## src/design/modem_gate_consts.svh

```systemverilog
// constants for the modem-control and line-gating block
// Notes on behaviour
// - idle transmit line sits at mark, logic one.
// - full duplex keeps request-to-send asserted continuously.
// - half duplex keys request-to-send from turnaround characters and protocol.
// - no transmission starts while clear-to-send is off.
// - data-set-ready off blocks both transmit and receive.
// - data-terminal-ready asserted when ready to connect, timing by software.
// - ring input from modem is made observable to decide originate or answer.
// - received data is discarded while carrier-detect is off.
// - floating carrier-detect reads as asserted.
// - rate-select asserted at 1200 baud or above, else deasserted.
// - secondary request-to-send driven under the selected protocol.
// - optional automatic rate following of secondary carrier-detect.
`ifndef MODEM_GATE_CONSTS_SVH
`define MODEM_GATE_CONSTS_SVH
`define RATE_SEL_MIN_BAUD   32'd1200
`define AUTO_HIGH_BAUD      32'd1200
`define AUTO_LOW_BAUD       32'd300
`define MARK_LEVEL          1'b1
`define FIFO_DEPTH_DEF      4
`define DATA_WIDTH_DEF      8
`endif

```

## src/design/modem_gate_pkg.sv

```systemverilog
// types for the modem-control and line-gating block
package modem_gate_pkg;
  typedef enum logic [1:0] {
    rts_idle,
    rts_keyed,
    rts_drain
  } rts_state_e;
endpackage : modem_gate_pkg

```

## src/design/modem_gate.sv

```systemverilog
// modem-control outputs and transmit/receive gating for one serial port
`timescale 1ns/100ps
`include "modem_gate_consts.svh"
module modem_gate #(
  parameter int WIDTH = `DATA_WIDTH_DEF,
  parameter int DEPTH = `FIFO_DEPTH_DEF
) (
  input  wire logic                     mclk,
  input  wire logic                     resetn,
  // configuration levels
  input  wire logic                     full_duplex,
  input  wire logic                     term_ready,
  input  wire logic                     sec_rts_req,
  input  wire logic                     auto_rate,
  input  wire logic [31:0]              cfg_baud,
  input  wire logic [WIDTH-1:0]         line_turnaround_char,
  input  wire logic                     proto_rts_on,
  input  wire logic                     proto_rts_off,
  // transmit stream from controller
  input  wire logic [WIDTH-1:0]         tx_data,
  input  wire logic                     tx_valid,
  output logic                          tx_ready,
  // stream to the serializer
  output logic [WIDTH-1:0]              ser_data,
  output logic                          ser_valid,
  input  wire logic                     ser_ready,
  input  wire logic                     ser_busy,
  input  wire logic                     ser_line,
  // receive stream
  input  wire logic [WIDTH-1:0]         rx_in_data,
  input  wire logic                     rx_in_valid,
  output logic [WIDTH-1:0]              rx_data,
  output logic                          rx_valid,
  output logic                          rx_dropped,
  // modem pins
  output logic                          txd,
  output logic                          rts,
  output logic                          dtr,
  output logic                          rate_sel,
  output logic                          sec_rts,
  input  wire logic                     cts,
  input  wire logic                     dsr,
  input  wire logic                     dcd,
  input  wire logic                     dcd_connected,
  input  wire logic                     ring,
  input  wire logic                     sec_dcd,
  // status
  output logic                          ring_seen,
  output logic                          carrier_on,
  output logic [31:0]                   eff_baud
);
  import modem_gate_pkg::*;

  if (WIDTH < 1 || DEPTH < 2) begin : g_bad_params
    $error("modem_gate: bad parameters");
  end

  //////////////////////////////////////////////////////////////////////////////
  typedef struct packed {
    logic [4:0][1:0] sync;
    rts_state_e      rts_st;
    logic            txd;
    logic            dtr;
    logic            rate_sel;
    logic            sec_rts;
    logic            ring_seen;
    logic [WIDTH-1:0] rx_data;
    logic            rx_valid;
    logic            rx_dropped;
    logic [31:0]     eff_baud;
  } gate_s;

  gate_s st;
  gate_s next_st;

  // synchroniser taps: second stage only
  logic s_cts;
  logic s_dsr;
  logic s_dcd;
  logic s_ring;
  logic s_sdcd;
  logic [4:0] raw_in;
  logic dcd_eff;

  // an unconnected carrier line counts as carrier present
  assign dcd_eff = dcd || !dcd_connected;
  assign raw_in  = {sec_dcd, ring, dcd_eff, dsr, cts};
  assign s_cts   = st.sync[0][1];
  assign s_dsr   = st.sync[1][1];
  assign s_dcd   = st.sync[2][1];
  assign s_ring  = st.sync[3][1];
  assign s_sdcd  = st.sync[4][1];

  //////////////////////////////////////////////////////////////////////////////
  logic [WIDTH-1:0] f_data;
  logic             f_valid;
  logic             f_ready;
  logic             tx_allow;
  logic             rts_on;

  word_fifo #(.WIDTH(WIDTH), .DEPTH(DEPTH)) tx_fifo (
    .mclk      (mclk),
    .resetn    (resetn),
    .in_data   (tx_data),
    .in_valid  (tx_valid),
    .in_ready  (tx_ready),
    .out_data  (f_data),
    .out_valid (f_valid),
    .out_ready (f_ready),
    .flush     (1'b0)
  );

  assign rts_on   = full_duplex || (st.rts_st != rts_idle);
  // starting a word needs cts and dsr; fifo stalls meanwhile
  assign tx_allow = s_cts && s_dsr && rts_on;
  assign ser_valid = f_valid && tx_allow;
  assign ser_data  = f_data;
  assign f_ready   = ser_ready && tx_allow;

  //////////////////////////////////////////////////////////////////////////////
  always_comb begin
    next_st = st;
    for (int i = 0; i < 5; i++) begin
      next_st.sync[i] = {st.sync[i][0], raw_in[i]};
    end
    // idle line held at mark unless serializer busy and dsr present
    next_st.txd = (ser_busy && s_dsr) ? ser_line : `MARK_LEVEL;
    next_st.dtr = term_ready;
    next_st.sec_rts = sec_rts_req;
    next_st.ring_seen = s_ring;
    // half duplex keying from turnaround character and protocol
    unique case (st.rts_st)
      rts_idle: begin
        if (proto_rts_on) next_st.rts_st = rts_keyed;
      end
      rts_keyed: begin
        if (proto_rts_off) next_st.rts_st = rts_idle;
        else if (f_valid && f_ready && f_data == line_turnaround_char) begin
          next_st.rts_st = rts_drain;
        end
      end
      rts_drain: begin
        // drop rts only after the turnaround char has left the line
        if (!ser_busy && !f_valid) next_st.rts_st = rts_idle;
      end
    endcase
    if (auto_rate) begin
      next_st.eff_baud = s_sdcd ? `AUTO_HIGH_BAUD : `AUTO_LOW_BAUD;
    end else begin
      next_st.eff_baud = cfg_baud;
    end
    next_st.rate_sel = (next_st.eff_baud >= `RATE_SEL_MIN_BAUD);
    next_st.rx_valid   = 1'b0;
    next_st.rx_dropped = 1'b0;
    if (rx_in_valid) begin
      if (s_dcd && s_dsr) begin
        next_st.rx_valid = 1'b1;
        next_st.rx_data  = rx_in_data;
      end else begin
        next_st.rx_dropped = 1'b1;
      end
    end
  end

  always_ff @(posedge mclk or negedge resetn) begin
    if (!resetn) begin
      st        <= '0;
      st.txd    <= `MARK_LEVEL;
      st.rts_st <= rts_idle;
    end else begin
      st <= next_st;
    end
  end

  //////////////////////////////////////////////////////////////////////////////
  assign txd        = st.txd;
  assign rts        = rts_on;
  assign dtr        = st.dtr;
  assign rate_sel   = st.rate_sel;
  assign sec_rts    = st.sec_rts;
  assign ring_seen  = st.ring_seen;
  assign carrier_on = s_dcd;
  assign rx_data    = st.rx_data;
  assign rx_valid   = st.rx_valid;
  assign rx_dropped = st.rx_dropped;
  assign eff_baud   = st.eff_baud;
endmodule : modem_gate

```

## src/design/word_fifo.sv

```systemverilog
// small flip-flop fifo with valid/ready on both sides
`timescale 1ns/100ps
module word_fifo #(
  parameter int WIDTH = 8,
  parameter int DEPTH = 4
) (
  input  wire logic             mclk,
  input  wire logic             resetn,
  input  wire logic [WIDTH-1:0] in_data,
  input  wire logic             in_valid,
  output logic                  in_ready,
  output logic [WIDTH-1:0]      out_data,
  output logic                  out_valid,
  input  wire logic             out_ready,
  input  wire logic             flush
);
  localparam int AW = (DEPTH > 1) ? $clog2(DEPTH) : 1;

  // a single entry would leave the pointers with nothing to wrap
  if (DEPTH < 2 || WIDTH < 1) begin : g_bad_params
    $error("word_fifo: bad parameters");
  end

  typedef struct packed {
    logic [DEPTH-1:0][WIDTH-1:0] mem;
    logic [AW-1:0]               rd;
    logic [AW-1:0]               wr;
    logic [AW:0]                 cnt;
  } fifo_s;

  fifo_s st;
  fifo_s next_st;
  logic  push;
  logic  pop;

  assign in_ready  = (st.cnt != (AW+1)'(DEPTH));
  assign out_valid = (st.cnt != '0);
  assign out_data  = st.mem[st.rd];
  assign push      = in_valid && in_ready;
  assign pop       = out_valid && out_ready;

  always_comb begin
    next_st = st;
    if (push) begin
      next_st.mem[st.wr] = in_data;
      next_st.wr = (st.wr == AW'(DEPTH-1)) ? '0 : st.wr + AW'(1);
    end
    if (pop) begin
      next_st.rd = (st.rd == AW'(DEPTH-1)) ? '0 : st.rd + AW'(1);
    end
    next_st.cnt = st.cnt + (AW+1)'(push) - (AW+1)'(pop);
    if (flush) begin
      next_st.rd  = '0;
      next_st.wr  = '0;
      next_st.cnt = '0;
    end
  end

  always_ff @(posedge mclk or negedge resetn) begin
    if (!resetn) begin
      st <= '0;
    end else begin
      st <= next_st;
    end
  end
endmodule : word_fifo

```

## config.mk

```make
export PLATFORM = sky130hd
export DESIGN_NAME = modem_gate
export DESIGN_NICKNAME = d
export VERILOG_FILES = /design/src/design/modem_gate_pkg.sv /design/src/design/modem_gate.sv /design/src/design/word_fifo.sv
export VERILOG_INCLUDE_DIRS = /design/src /design/src/design
export SDC_FILE = /design/constraint.sdc
export NUM_CORES = 1
export LEC_CHECK = 0
export BUFFER_PORTS_ARGS = -buffer_cell sky130_fd_sc_hd__buf_2
export CAP_MARGIN = 40
export CORE_MARGIN = 3
export CORE_UTILIZATION = 45
export CTS_CLUSTER_DIAMETER = 150
export DETAILED_ROUTE_END_ITERATION = 10
export GPL_ROUTABILITY_DRIVEN = 0
export PLACE_DENSITY = 0.76
export SLEW_MARGIN = 15
export SYNTH_ARGS = -nofsm -noshare
export SYNTH_HDL_FRONTEND = slang
export SYNTH_SLANG_ARGS = --single-unit
```

## constraint.sdc

```tcl
create_clock -name mclk -period 2.51 [get_ports mclk]
set_clock_uncertainty 0.15 [all_clocks]
set_input_delay 0.1255 -clock mclk [delete_from_list [all_inputs] [get_ports mclk]]
set_output_delay 0.1255 -clock mclk [all_outputs]
set_load 0.02 [all_outputs]
```

==> qor.yml <==
status: "finished clean"
grt_max_degree: 52
ant_nets: 0
min_period_ns: 2.356
core_area_mm2: 0.008891
multiInputGateArea_mm2: 0.001368
hold_class: "in -> reg"
synth-seq-cells: 98
antenna_found_initial: 0
portBuffers: 133
numCtsBuffers: 9
maxCapViolations: 0
insertion_delay_ns: 0.35
crit_path_end_kind: "flop"
synth_edf_count: 0
antenna_cells: 0
leakagePower_uw: 0.002650
syn_nets: 395
drive_above_1_share: 0.3579
fill_cells: 689
start_kind: "flop"
power.switching_uw: 1677
die-area_mm2: 0.01056
wl_um: 9288
synth_area_leader_cell: "dfrtp_1"
grt.overflow.total: 0
area_growth_pct: 30.84
tightest_slew_ns: 0.6500
cts_tree: "built"
htreeDepth: 3
rsz0062_at_grt: "no"
synth_top_area_frac: 0.5758
hpwl_um: 6298
power_frac_comb: 0.371
die-height_um: 102.8
avgSynthCellArea_um2: 13.64
ys_types: 38
hold_viol_final: 0
path_max_fanout: 3
drv_slew: 0
setup_viol: 0
num_rows: 34
worstSetupEndpoint: "tx_fifo.st[1]$_DFF_PN0_"
grt_pass1_vias: 3041
vias_per_cell: 4.837
synth_cells: 309
path_clk_slew_ns: 0.09
yosysMostFrequentCell: "dfrtp_1"
r2r_setup_slack_ns: 0.15
p_per_area_mw_per_mm2: 904.1
final_net_count: 556
startpoint: "st[47]$_DFFE_PN0P_"
grt_pass1_wl_um: 14910
max-vdd-ir-drop_mv: 0.4564
io_pins: 134
async_reset_ff_frac: 1.000
r2r_start: "st[47]$_DFFE_PN0P_"
intPower_uw: 3309
netlist_top_cells_count: "dfrtp_1, buf_4, mux2_1"
ys_seq_area_frac: 0.5821
cp.arrival_ns: 2.42
start_util: 0.4741
post-route-util: 0.6203
post_drt_wl_per_cell_um: 15.93
min-delay-start: "proto_rts_off"
cp.required_ns: 2.58
worstReg2RegEnd: "tx_fifo.st[1]$_DFF_PN0_"
ys_top_cells_by_area: "dfrtp_1, mux2_1, buf_4"
clock-sinks: 98
max_slew_margin: 0.5667
drt_pre_antenna_iters: 4
worst-setup-path-type: "reg -> reg"
first_iter_violations: 50
vias: 2820
switching_share: 0.3364
fin_crit_sh: 0.9387
fin_setup_tns_ns: 0
yosysWarnings: 0
power_frac_seq: 0.441
seqCellArea_mm2: 0.002454
fmax_ghz: 0.4244
route.detailed.drc: 0
max-clock-path-buffers: 2
syn-cell-area_mm2: 0.004215
clockPowerShare: 0.188
ys.flop_type: "dfrtp_1"
dieWidth_um: 102.8
reg2reg_depth: 8
cts_root_buf: "clkbuf_8"
grt_usage: 0.1874
power by group through the flow:
stage | clock (µW) | combinational, µW | sequential [µW]
finish | 936 | 1850 | 2200
floorplan | 0 | 1390 | 2150
detailed placement | 0 | 1800 | 2240
CTS | 963 | 1880 | 2200
global route | 1030 | 2020 | 2250
global placement | 0 | 1730 | 2210
cell type report:
type / count / share of cell area
multi-input cells: 149 / 0.2480
clock buffers: 12 / 0.02813
well taps: 108 / 0.02450
inverters: 16 / 0.01089
flip-flops and latches: 98 / 0.4449
repair buffers: 196 / 0.2387
clock inverters: 4 / 0.004991
routing by layer:
metal / routed length (µm) / global-route usage / share of wire
met5: 0 / 0 / 0
met4: 126 / 0.06873 / 0.014
met3: 562 / 0.05345 / 0.061
met2: 5127 / 0.3421 / 0.55
met1: 3471 / 0.2073 / 0.37
stage by stage:
step	setup WS (ns)	total power, µW	hold slack (ns)	std cells	instance area (µm²)
after floorplan	0.2128	3544	-0.3201	309	4215
after global placement	0.2611	3944	0.04002	507	4732
after detailed placement	0.1450	4038	0.04592	507	4732
after CTS	0.1322	5047	0.06754	583	5515
after global routing	0.03617	5298	0.07631	583	5515
final	0.1538	4986	0.07414	583	5515
how the worst min path moves through the flow:
stage | end | depth (start not counted)
2_1_floorplan | carrier_on$_DFF_PN0_ | 0
3_3_place_gp | tx_fifo.st[32]$_DFFE_PN0P_ | 1
3_5_place_dp | tx_fifo.st[33]$_DFFE_PN0P_ | 1
4_1_cts | st[47]$_DFFE_PN0P_ | 4
5_1_grt | st[47]$_DFFE_PN0P_ | 4
6_report | st[47]$_DFFE_PN0P_ | 4
worst max-delay path, cell delays in order, from the launching register on:
cell	delay, ns
dfrtp_1	0.36
inv_1	0.07
ha_1	0.20
nor2b_1	0.16
nor4b_2	0.36
ha_1	0.29
inv_1	0.05
ha_1	0.16
fa_1	0.42
logic make-up after synthesis:
group,synth area share
flops,0.5821
fa+ha+maj,0.03443
simple gates,0.08756
mux,0.1573
buf+inv,0.09350
compound gates,0.02434
xor+xnor,0.02078
cell usage in the layout, fill, tap and decap left out, drive strengths merged, types with 2 or more instances in the layout:
cell type / count
dfrtp: 97
dlygate4sd3: 60
mux2: 42
nand2: 10
o21ai: 10
nand2b: 4
nor2: 2
mux4: 8
nor4: 4
nor3: 4
buf: 136
nand4: 2
xnor2: 9
nand3: 3
ha: 10
nor2b: 27
clkbuf: 12
inv: 16
clkinvlp: 3
flip-flops by register name, summed over array words and instances, names as in the netlist:
name,count
tx_fifo.st,39
eff_baud,32
rx_data,8
next_st,6
st,2
carrier_on,1
dtr,1
rate_sel,1
ring_seen,1
rx_dropped,1
rx_valid,1
s_cts,1
s_dsr,1
s_sdcd,1
sec_rts,1
txd,1
timing repair:
action	4_1_cts	5_1_grt
hold buffers	60	0
buffers inserted	0	0
resized for setup	0	0
endpoints found under the hold margin	132	0
Power figures use the tool's default switching activity.
